`src/rtl/sdlo_cfg.svh`:
```
/*
 * Constants of the serial converter front end: word layout, codes and timing counts.
 * Assumes a system clock of 250 MHz; included by the package and the top module.
 */
`ifndef SDLO_CFG_SVH
`define SDLO_CFG_SVH

`define SDLO_WORD_W 24
`define SDLO_CODE_W 16
`define SDLO_ADDR_W 8
`define SDLO_ADDR_DATA 8'h01
`define SDLO_ADDR_READ 8'h02
`define SDLO_ADDR_CTRL 8'h55
`define SDLO_CTRL_DCEN_BIT 3
`define SDLO_READ_SEL_LSB 0
`define SDLO_CODE_ZERO 16'h0000
`define SDLO_CODE_MID 16'h8000
`define SDLO_CLK_PERIOD_NS 4
`define SDLO_CTRL_HOLD_US 5
`define SDLO_CTRL_HOLD_CYC ((`SDLO_CTRL_HOLD_US * 1000 + `SDLO_CLK_PERIOD_NS - 1) / `SDLO_CLK_PERIOD_NS)

`endif

```
`src/rtl/sdlo_pkg.sv`:
```
/*
 * Types of the serial converter front end.
 * Assumes sdlo_cfg.svh is on the include path.
 */
`include "sdlo_cfg.svh"

package sdlo_pkg;

  typedef logic [`SDLO_WORD_W-1:0] sdlo_word_t;
  typedef logic [`SDLO_CODE_W-1:0] sdlo_code_t;

  // Serial output modes.
  typedef enum logic [2:0] {
    SDLO_OUT_OFF   = 3'b001,
    SDLO_OUT_READ  = 3'b010,
    SDLO_OUT_CHAIN = 3'b100
  } sdlo_out_t;

endpackage : sdlo_pkg

```
`src/rtl/sdlo_top.sv`:
```
/*
 * Serial front end of a single-channel converter: shift register, load strobe,
 * readback and daisy-chain output, override to a clear value and open-drain alarm.
 * Assumes the serial clock, data, strobe, override and alarm sources are asynchronous
 * to sys_clk and that the serial clock is well below a quarter of sys_clk.
 */
`timescale 1ns/1ns
`include "sdlo_cfg.svh"

module sdlo_top (
  input wire logic sys_clk,
  input wire logic rst_n,
  input wire logic sclk,
  input wire logic serial_data_in,
  input wire logic load_strobe,
  input wire logic override,
  input wire logic clear_sel,
  input wire logic open_loop,
  input wire logic over_temp,
  input wire logic out_ready,
  output logic serial_data_out,
  output logic serial_data_out_oe,
  output logic alarm_n_out,
  output logic alarm_n_oe,
  output logic [`SDLO_CODE_W-1:0] dac_code,
  output logic [`SDLO_ADDR_W-1:0] ctrl_word,
  output logic out_valid,
  output logic ctrl_busy
);

  ////////////////////////////////////////////////////////////////////////////////
  // Input synchronisers.
  logic [6:0] meta_r;
  logic [6:0] sync_r;
  logic sclk_d_r;
  logic latch_d_r;

  always_ff @(posedge sys_clk or negedge rst_n) begin
    if (!rst_n) begin
      meta_r <= 7'h00;
      sync_r <= 7'h00;
      sclk_d_r <= 1'b0;
      latch_d_r <= 1'b0;
    end else begin
      meta_r <= {sclk, serial_data_in, load_strobe, override, clear_sel, open_loop, over_temp};
      sync_r <= meta_r;
      sclk_d_r <= sync_r[6];
      latch_d_r <= sync_r[4];
    end
  end

  logic sclk_s;
  logic serial_data_in_s;
  logic latch_s;
  logic ovr_s;
  logic csel_s;
  logic fault_s;
  logic sclk_rise;
  logic latch_rise;
  assign sclk_s = sync_r[6];
  assign serial_data_in_s = sync_r[5];
  assign latch_s = sync_r[4];
  assign ovr_s = sync_r[3];
  assign csel_s = sync_r[2];
  assign fault_s = sync_r[1] | sync_r[0];
  assign sclk_rise = sclk_s & ~sclk_d_r;
  assign latch_rise = latch_s & ~latch_d_r;

  ////////////////////////////////////////////////////////////////////////////////
  // Shift register, mode, load and serial output.
  sdlo_pkg::sdlo_word_t shift_r, shift_nxt;
  sdlo_pkg::sdlo_out_t mode_r, mode_nxt;
  logic chain_en_r, chain_en_nxt;
  logic sdo_r, sdo_nxt;
  logic sdo_oe_r, sdo_oe_nxt;
  logic ld_valid_r, ld_valid_nxt;
  sdlo_pkg::sdlo_word_t ld_word_r, ld_word_nxt;
  sdlo_pkg::sdlo_code_t code_r, code_nxt;
  logic [15:0] hold_cnt_r, hold_cnt_nxt;
  logic busy_r, busy_nxt;
  logic buf_in_ready;
  logic [`SDLO_ADDR_W-1:0] w_addr;
  assign w_addr = shift_r[`SDLO_WORD_W-1 -: `SDLO_ADDR_W];

  always_comb begin
    shift_nxt = shift_r;
    mode_nxt = mode_r;
    chain_en_nxt = chain_en_r;
    sdo_nxt = sdo_r;
    sdo_oe_nxt = sdo_oe_r;
    ld_valid_nxt = ld_valid_r;
    ld_word_nxt = ld_word_r;
    hold_cnt_nxt = hold_cnt_r;
    if (sclk_rise) begin
      // Shifting continues whatever the override does.
      shift_nxt = {shift_r[`SDLO_WORD_W-2:0], serial_data_in_s};
    end
    if (ld_valid_r && buf_in_ready) begin
      ld_valid_nxt = 1'b0;
    end
    if (sclk_d_r && !sclk_s && mode_r != sdlo_pkg::SDLO_OUT_OFF) begin
      // Change on the falling edge so the bit is settled at the next rising edge.
      sdo_nxt = shift_r[`SDLO_WORD_W-1];
    end
    if (latch_s && hold_cnt_r != 16'h0000) begin
      hold_cnt_nxt = hold_cnt_r - 16'h0001;
    end
    if (latch_rise) begin
      if (w_addr == `SDLO_ADDR_CTRL) begin
        chain_en_nxt = shift_r[`SDLO_CTRL_DCEN_BIT];
        hold_cnt_nxt = 16'(`SDLO_CTRL_HOLD_CYC);
      end
      if (w_addr == `SDLO_ADDR_READ) begin
        mode_nxt = sdlo_pkg::SDLO_OUT_READ;
        sdo_oe_nxt = 1'b1;
      end else begin
        // A new strobe ends any readback and releases the pin unless chaining is enabled.
        mode_nxt = chain_en_nxt ? sdlo_pkg::SDLO_OUT_CHAIN : sdlo_pkg::SDLO_OUT_OFF;
        sdo_oe_nxt = chain_en_nxt;
      end
      if (w_addr == `SDLO_ADDR_READ) begin
        case (shift_r[1:0])
          2'h0: shift_nxt = {`SDLO_ADDR_DATA, code_r};
          2'h1: shift_nxt = {`SDLO_ADDR_CTRL, 15'h0000, chain_en_r};
          default: shift_nxt = {`SDLO_ADDR_W'(0), 15'h0000, fault_s};
        endcase
      end
      ld_valid_nxt = 1'b1;
      ld_word_nxt = shift_r;
      // Present the first bit of the new content before the first rising edge.
      sdo_nxt = shift_nxt[`SDLO_WORD_W-1];
    end
    busy_nxt = (hold_cnt_nxt != 16'h0000);
  end

  always_ff @(posedge sys_clk or negedge rst_n) begin
    if (!rst_n) begin
      shift_r <= '0;
      mode_r <= sdlo_pkg::SDLO_OUT_OFF;
      chain_en_r <= 1'b0;
      sdo_r <= 1'b0;
      sdo_oe_r <= 1'b0;
      ld_valid_r <= 1'b0;
      ld_word_r <= '0;
      hold_cnt_r <= 16'h0000;
      busy_r <= 1'b0;
    end else begin
      shift_r <= shift_nxt;
      mode_r <= mode_nxt;
      chain_en_r <= chain_en_nxt;
      sdo_r <= sdo_nxt;
      sdo_oe_r <= sdo_oe_nxt;
      ld_valid_r <= ld_valid_nxt;
      ld_word_r <= ld_word_nxt;
      hold_cnt_r <= hold_cnt_nxt;
      busy_r <= busy_nxt;
    end
  end

  ////////////////////////////////////////////////////////////////////////////////
  // Two-entry buffer between the load strobe and the converter register.
  sdlo_pkg::sdlo_word_t buf_r [2], buf_nxt [2];
  logic [1:0] cnt_r, cnt_nxt;
  logic rd_r, rd_nxt;
  logic wr_r, wr_nxt;
  logic buf_pop;
  assign buf_in_ready = (cnt_r != 2'h2);
  assign buf_pop = (cnt_r != 2'h0) && out_ready;

  always_comb begin
    buf_nxt = buf_r;
    cnt_nxt = cnt_r;
    rd_nxt = rd_r;
    wr_nxt = wr_r;
    if (ld_valid_r && buf_in_ready) begin
      buf_nxt[wr_r] = ld_word_r;
      wr_nxt = ~wr_r;
    end
    if (buf_pop) begin
      rd_nxt = ~rd_r;
    end
    cnt_nxt = cnt_r + 2'((ld_valid_r && buf_in_ready) ? 1 : 0) - 2'(buf_pop ? 1 : 0);
  end

  always_ff @(posedge sys_clk or negedge rst_n) begin
    if (!rst_n) begin
      buf_r[0] <= '0;
      buf_r[1] <= '0;
      cnt_r <= 2'h0;
      rd_r <= 1'b0;
      wr_r <= 1'b0;
    end else begin
      buf_r <= buf_nxt;
      cnt_r <= cnt_nxt;
      rd_r <= rd_nxt;
      wr_r <= wr_nxt;
    end
  end

  ////////////////////////////////////////////////////////////////////////////////
  // Converter register, override, alarm and outputs.
  sdlo_pkg::sdlo_code_t dac_r, dac_nxt;
  logic [`SDLO_ADDR_W-1:0] ctrl_r, ctrl_nxt;
  logic valid_r, valid_nxt;
  logic alarm_r, alarm_nxt;
  sdlo_pkg::sdlo_word_t head;
  assign head = buf_r[rd_r];

  always_comb begin
    code_nxt = code_r;
    ctrl_nxt = ctrl_r;
    valid_nxt = buf_pop;
    if (buf_pop && head[`SDLO_WORD_W-1 -: `SDLO_ADDR_W] == `SDLO_ADDR_DATA) begin
      code_nxt = head[`SDLO_CODE_W-1:0];
    end
    if (buf_pop && head[`SDLO_WORD_W-1 -: `SDLO_ADDR_W] == `SDLO_ADDR_CTRL) begin
      ctrl_nxt = head[`SDLO_ADDR_W-1:0];
    end
    if (ovr_s) begin
      dac_nxt = csel_s ? `SDLO_CODE_MID : `SDLO_CODE_ZERO;
    end else begin
      dac_nxt = code_nxt;
    end
    alarm_nxt = fault_s;
  end

  always_ff @(posedge sys_clk or negedge rst_n) begin
    if (!rst_n) begin
      code_r <= `SDLO_CODE_ZERO;
      dac_r <= `SDLO_CODE_ZERO;
      ctrl_r <= '0;
      valid_r <= 1'b0;
      alarm_r <= 1'b0;
    end else begin
      code_r <= code_nxt;
      dac_r <= dac_nxt;
      ctrl_r <= ctrl_nxt;
      valid_r <= valid_nxt;
      alarm_r <= alarm_nxt;
    end
  end

  // Open-drain alarm: output stays low, the enable pulls the pin.
  assign alarm_n_out = 1'b0;
  assign alarm_n_oe = alarm_r;
  assign serial_data_out = sdo_r;
  assign serial_data_out_oe = sdo_oe_r;
  assign dac_code = dac_r;
  assign ctrl_word = ctrl_r;
  assign out_valid = valid_r;
  assign ctrl_busy = busy_r;

endmodule : sdlo_top

```
`config.mk`:
```
export PLATFORM = sky130hd
export DESIGN_NAME = sdlo_top
export DESIGN_NICKNAME = d
export VERILOG_FILES = /design/src/rtl/sdlo_pkg.sv /design/src/rtl/sdlo_top.sv
export VERILOG_INCLUDE_DIRS = /design/src /design/src/rtl
export SDC_FILE = /design/constraint.sdc
export NUM_CORES = 1
export LEC_CHECK = 0
export CAP_MARGIN = 20
export CORE_ASPECT_RATIO = 1.1
export CORE_MARGIN = 2
export CORE_UTILIZATION = 68
export DETAILED_ROUTE_END_ITERATION = 16
export DONT_BUFFER_PORTS = 1
export GPL_TIMING_DRIVEN = 0
export HOLD_SLACK_MARGIN = 0.03
export PLACE_DENSITY_LB_ADDON = 0.05
export SLEW_MARGIN = 20
export SYNTH_ARGS = -nofsm -noshare
export SYNTH_HDL_FRONTEND = slang
export SYNTH_SLANG_ARGS = --single-unit
```
`constraint.sdc`:
```
create_clock -name sys_clk -period 6.9 [get_ports sys_clk]
set_input_delay 1.035 -clock sys_clk [delete_from_list [all_inputs] [get_ports sys_clk]]
set_output_delay 1.035 -clock sys_clk [all_outputs]
set_load 0.01 [all_outputs]
```
==> results of run 1 <==
[cell families after synthesis]
logic type,after synthesis,synth area share [%]
DFF,182,60.61
muxes,130,18.99
and+or+nand+nor,128,9.339
AOI/OAI and AO/OA,68,6.027
buffers and inverters,39,2.447
xor gates and xnor gates,16,1.864
adders and majority gates,4,0.6659
other,1,0.04989
[power groups by stage]
stage               Clock (W)  Combinational (W)  Sequential, W
floorplan                   0           0.000360        0.00135
global placement            0           0.000431        0.00138
detailed placement          0           0.000452        0.00139
CTS                   0.00103           0.000457        0.00137
global route          0.00108           0.000498        0.00140
finish                0.00102           0.000452        0.00137
[registers in the layout, summed over array words and instances, names as in the netlist]
signal	cells
alarm_n_oe	1
buf_r	48
chain_en_r	1
cnt_r	2
code_r	16
ctrl_busy	1
ctrl_word	8
dac_code	16
hold_cnt_r	16
latch_d_r	1
ld_valid_r	1
ld_word_r	24
meta_r	7
mode_r	3
out_valid	1
rd_r	1
sclk_d_r	1
serial_data_out	1
serial_data_out_oe	1
shift_r	24
sync_r	7
wr_r	1
[how the worst min path moves through the flow]
stage	from	endpoint	slack, ns	cells after the start
after detailed placement	meta_r[5]	sync_r[5]	0.33	0
after global placement	meta_r[1]	sync_r[1]	0.33	0
after floorplan	meta_r[0]	sync_r[0]	0.33	0
after global routing	rst_n	shift_r[21]	0.28	0
after CTS	rst_n	shift_r[23]	0.29	0
final	rst_n	buf_r[41]	0.31	0
[metal layers]
layer | share of wire, % | routed length (µm) | GRT usage (%) | up-vias
met3 | 3.0 | 430 | 5.748 | 27
li1 | - | - | - | 2074
met4 | 2.7 | 386 | 12.16 | 0
met1 | 44 | 6420 | 33.89 | 2295
met2 | 50 | 7253 | 43.51 | 81
met5 | 0 | 0 | 0 | -
[layout make-up]
cell class                      instances  area (µm²)
Buffer                                 30       150.1
Clock buffer                           17       425.4
Clock inverter                         15       203.9
Fill cell                             695        2531
Inverter                                9       33.78
Multi-Input combinational cell        347        2776
Sequential cell                       182        4556
Tap cell                              147       183.9
[per-stage QoR]
| stage | total power (W) | utilization, % | cell area, µm² |
|---|---|---|---|
| after floorplan | 0.001706 | - | 7516 |
| after global placement | 0.001807 | 70.90 | 7700 |
| after detailed placement | 0.001841 | 70.90 | 7700 |
| after CTS | 0.002864 | 76.69 | 8329 |
| after global routing | 0.002973 | 76.69 | 8329 |
| final | 0.002843 | 76.69 | 8329 |
[placed cells by master (no fill, tap or decap), types with 5 or more instances in the layout]
cell type / synthesis / final
nor2b_1: 9 / 9
nor4_1: 10 / 10
nor2_1: 34 / 34
a211oi_1: 9 / 9
mux2i_1: 29 / 29
nand3_1: 19 / 19
a21oi_1: 20 / 20
o21ai_0: 21 / 21
inv_1: 9 / 9
dfrtp_1: 181 / 181
xnor2_1: 12 / 12
nor3_1: 8 / 8
buf_2: 6 / 6
mux2_2: 101 / 101
clkbuf_1: 14 / 14
clkbuf_16: 0 / 17
nand2_1: 13 / 13
nand4_1: 5 / 5
==> metrics.md, run 1 <==
| Metric | Value |
|---|---|
| R2r endpoint | `ctrl_word[2]` |
| Gpl congestion | `a little under 0.9` |
| Initial antenna violation count | `0` |
| Most common flop cell mapped by yosys | `dfrtp_1` |
| Setup Slack @ Placement | `3.887 ns` |
| Synth Register Bits | `182` |
| Crit Path Class | `register to register` |
| Dpl cells | `715` |
| CTS tree | `yes` |
| Worst slew pin tran | `0.8205 ns` |
| GRT overflow | `0` |
| 1st-iter DRT viols | `283` |
| Synth-to-layout area growth | `10.82%` |
| CP Capture Type | `register` |
| Top cells by area, synth | `dfrtp_1 (60%), mux2_2 (15%), mux2i_1 (3.9%), nor2_1 (1.7%), o21ai_0 (1.4%)` |
| Cell family with most CP delay | `buffers and inverters` |
| DRC viols | `0` |
| Drt via density | `5.993` |
| CP Cell Sequence | `buf_1, buf_2, nand4_1, a21oi_2, mux2_2` |
| Power per Cell Area | `341.4 mW/mm²` |
| Ports | `40` |
| Yosys top cell area share | `~60%` |
| Cts hold-fix bufs | `0` |
| Clock buffer count from CTS | `17` |
| DR vias | `4477` |
| Cell-internal power | `0.002093 W` |
| Final Hold Viols | `0` |
| Share of layout cells above drive strength 1 | `26.17%` |
| Max FO, Critical Path | `10` |
| Net switching power | `0.0007506 W` |
| Starting density of the core | `just under 70%` |
| CP startpoint | `rd_r` |
| LEAKAGE | `3.978 nW` |
| Sequential fraction of the synthesis area | `60.61%` |
| Synth unique cells | `55` |
| Synthesized Nets | `582` |
| Setup TNS | `0 ns` |
| Final cell count without fillers | `747` |
| R2R Setup Slk | `4.07 ns` |
| Final setup viols | `0` |
| Slowest CP cell | `buf_1` |
| Worst path required time | `around 7 ns` |
| Clock root buffer master | `clkbuf_16` |
| Max cap viols | `0` |
| Switching share of power | `26.40%` |
| Mapped Avg Cell Area | `13.23 µm²` |
| Worst-case vdd ir drop | `0.2566 mV` |
| First drt pass iteration count | `5` |
| Crit path capture | `ctrl_word[2]` |
| Vias in the first global route | `slightly below 5000` |
| Final period util | `41.01%` |
| RSZ-0062 raised after global routing | `no` |
| Syn. warnings | `0` |
| Post-DR wirelength/cell | `roughly 19 µm` |
| Sequential power share | `48.3%` |
| First-pass GRT wire length | `approximately 24000 µm` |
| FMAX | `approximately 0.35 GHz` |
| Deepest clock path buffer count | `2` |
| FP Rows | `40` |
| Area of the die | `~0.012 mm²` |
| Mapped Cells | `568` |
| Worst-path clk slew | `0.07 ns` |
| CTS Sinks | `182` |
| Synthesized area | `0.007516 mm²` |
| Critical path depth | `5` |
| Clock Power Share | `35.8%` |
| Dpl hpwl | `9159 µm` |
| Fin Hold WS | `about 0.31 ns` |
| IO buf count | `0` |
| Tmin final | `2.830 ns` |
| Most frequent cell after synthesis | `dfrtp_1` |
| Startpoint Class | `register` |
| Worst Setup Slack, final | `just over 4 ns` |
| Chip width | `between 100 and 150 µm` |
| Post-synth EDFFs | `0` |
| Floorplan die height | `~110 µm` |
| Worst R2R Start | `rd_r` |
| Cell taking the most area after synthesis | `dfrtp_1` |
| # resized after CTS | `0` |
| Core area | `0.01086 mm²` |
| Slowest stage delay, CP | `roughly 0.62 ns` |
| GRT Total Usage | `26.33%` |
| Outcome | `finished clean` |
| Antenna diode count | `0` |
| Wirelength, routed | `14490 µm` |
| WP buf/inv | `2` |
| Worst skew pair latency | `0.42 ns` |
| Largest net degree at the start of global routing | `183` |
| WP data arrival | `3.14 ns` |
| H-Tree Depth | `4` |
| Clock Skew | `0.007515 ns` |
| R2R depth | `5` |
| Layout net count | `about 600` |
| Max-slew headroom | `45.30%` |
| Pins Over Slew Limit | `0` |
| Logic gate share of total power | `15.9%` |
| Async set or reset register ratio after synthesis | `100.0%` |
| ANT nets after route | `0` |
| Postcts setup bufs | `0` |
| Top post-synthesis cells by count | `dfrtp_1 (181), mux2_2 (101), nor2_1 (34), mux2i_1 (29), o21ai_0 (21)` |
| Hold WC Path Type | `primary input to async pin` |
No activity file was read; power rests on OpenSTA's default activity.
==> run 2, diff against run 1 <==
CORE_UTILIZATION = 63   (was 68)
clock period = 3 ns   (was 6.9 ns; I/O delays follow)
==> run 2 against run 1 <==
  * The run now ends with hold timing left
  * Critical path depth unchanged
  * Sequential cell count did not move
  * Via count grew 1.3%
  * Combinational power up 130%
  * Wire length decreased by 1.2%
  * Worst hold slack worse by 0.59 ns
  * Clock power rose by 110%
  * Critical path type unchanged
  * Highest routed layer unchanged
==> metrics.md, run 2 (synthesis results as in run 1) <==
| Metric | Value |
|---|---|
| CTS Sinks | `182` |
| FMAX | `0.3553 GHz` |
| Vias in the first global route | `4713` |
| Chip width | `roughly 110 µm` |
| Failing checks | `hold timing` |
| Commonest non-fill, non-tap cell in the layout | `dfrtp_1` |
| Met2 wire len | `around 7000 µm` |
| Starting density of the core | `65.12%` |
| Post-DR wirelength/cell | `19.11 µm` |
| Floorplan die height | `118.6 µm` |
| Ports | `40` |
| Met3 wire length | `464 µm` |
| Max FO, Critical Path | `10` |
| Worst-case vdd ir drop | `0.4939 mV` |
| Pins Over Slew Limit | `0` |
| FP Rows | `41` |
| Largest Register | `buf_r` |
| Clock root buffer master | `clkbuf_16` |
| Placed Area | `0.007704 mm²` |
| DRC viols | `0` |
| Final period util | `93.81%` |
| Crit Path Class | `register to register` |
| Clock buffer count from CTS | `17` |
| GRT Total Usage | `about a quarter` |
| H-Tree Depth | `4` |
| Synth-to-layout area growth | `10.34%` |
| CTS tree | `yes` |
| Largest register FFs | `48` |
| Area of the die | `around 0.013 mm²` |
| Antenna diode count | `0` |
| Dpl hpwl | `9367 µm` |
| Max-slew headroom | `a little under half` |
| Outcome | `finished, violations left` |
| ANT nets after route | `0` |
| Layout fillers | `between 700 and 800` |
| Layout net count | `601` |
| Deepest clock path buffer count | `2` |
| GRT overflow | `0` |
| Core area | `0.01154 mm²` |
| LEAKAGE | `3.970 nW` |
| Worst path required time | `3.31 ns` |
| Met1 WL | `6375 µm` |
| Design area | `0.008293 mm²` |
| Worst skew pair latency | `0.43 ns` |
| Slowest CP cell | `buf_1` |
| First-pass GRT wire length | `23760 µm` |
| Max cap viols | `0` |
| CP Capture Type | `register` |
| Worst-path clk slew | `0.06 ns` |
| Clock Skew | `between 0.007 and 0.008 ns` |
| Fin Hold WS | `-0.2822 ns` |
| 1st-iter DRT viols | `240` |
| Tmin final | `2.814 ns` |
| Final Hold Viols | `182` |
| WP data arrival | `3.12 ns` |
| First drt pass iteration count | `4` |
| IO buf count | `0` |
| Largest net degree at the start of global routing | `183` |
| Initial antenna violation count | `0` |
| Final setup viols | `0` |
| Share of layout cells above drive strength 1 | `25.71%` |
| DR vias | `between 4000 and 5000` |
| Worst slew pin tran | `0.8078 ns` |
| CP Cell Sequence | `buf_1, buf_2, nand4_1, a21oi_2, mux2_2` |
| RSZ-0062 raised after global routing | `no` |
| Uppermost layer routed | `met4` |
| Hold WC Path Type | `primary input to async pin` |
| Startpoint Class | `register` |
| Drt via density | `6.053` |
| Most frequent cells in the layout | `dfrtp_1 (181), mux2_2 (101), nor2_1 (34)` |
| Slowest stage delay, CP | `approximately 0.63 ns` |
| Largest regs | `buf_r x48, ld_word_r x24, shift_r x24` |
| Setup TNS | `0 ns` |
| Wirelength, routed | `14320 µm` |
| Power per Cell Area | `770.1 mW/mm²` |
| Gpl congestion | `roughly 0.84` |
[run 2: changes by cell type in the layout (fill, tap and decap cells not counted), sizes merged]
cell      before  now
clkbuf        31   38
clkinv         6    4
clkinvlp       3    0
bufinv         4    2
inv           11   10
[run 2: metrics by stage]
stage          power [W]  hold WS (ns)  util (%)  worst slack, ns  std cells
2_1_floorplan   0.003924        0.1544         -           0.5812        568
3_3_place_gp    0.004161        0.1587     66.74           0.2030        718
3_5_place_dp    0.004236        0.1586     66.74           0.1529        718
4_1_cts         0.006432       -0.2957     71.80           0.1289        749
5_1_grt         0.006681       -0.2991     71.85          0.05319        749
6_report        0.006386       -0.2822     71.85           0.1856        749
[run 2: per-layer routing]
metal,vias to the layer above,GRT usage [%]
li1,2087,-
met1,2354,31.95
met2,72,40.06
met3,21,4.964
met4,0,9.856
met5,-,0
[run 2: what timing repair did]
item,in CTS,in global routing
gates resized for setup,0,1
buffers inserted,0,0
hold endpoints to repair,182,182
endpoints found under the setup margin,0,1
[run 2: layout make-up]
cell class                      instances  area (µm²)  share of cell area, %
Inverter                                9       33.78                 0.4074
Tap cell                              150       187.7                  2.263
Sequential cell                       182        4556                  54.93
Clock buffer                           24       491.7                  5.929
Clock inverter                          7       92.59                  1.116
Multi-Input combinational cell        347        2781                  33.54
Buffer                                 30       150.1                  1.811
[run 2: path summary, 6_finish.rpt]
path,startpoint,endpoint,slack [ns],cells after the start
min in group sys_clk,open_loop,meta_r[1],0.05,0
max in group asynchronous,rst_n,hold_cnt_r[4],3.02,0
setup reg to reg,rd_r,ctrl_word[1],0.19,5
setup / recovery,rd_r,ctrl_word[1],0.19,5
hold / removal,rst_n,sync_r[6],-0.28,0
hold reg to reg,meta_r[1],sync_r[1],0.35,0
[run 2: power breakdown]
group | internal [W] | total [W] | leakage, nW | switching (W)
registers | 0.00287 | 0.00317 | 2.42 | 0.000294
logic | 0.000541 | 0.00103 | 1.26 | 0.000491
clock network | 0.00131 | 0.00219 | 0.290 | 0.000878
[run 2: worst max-delay path: cells and delay by family, from the launching register on]
kind	cells	cell delay, ns
simple gates	1	0.17
buf+inv	2	1.10
mux	1	0.42
compound gates	1	0.57
flops	1	0.42
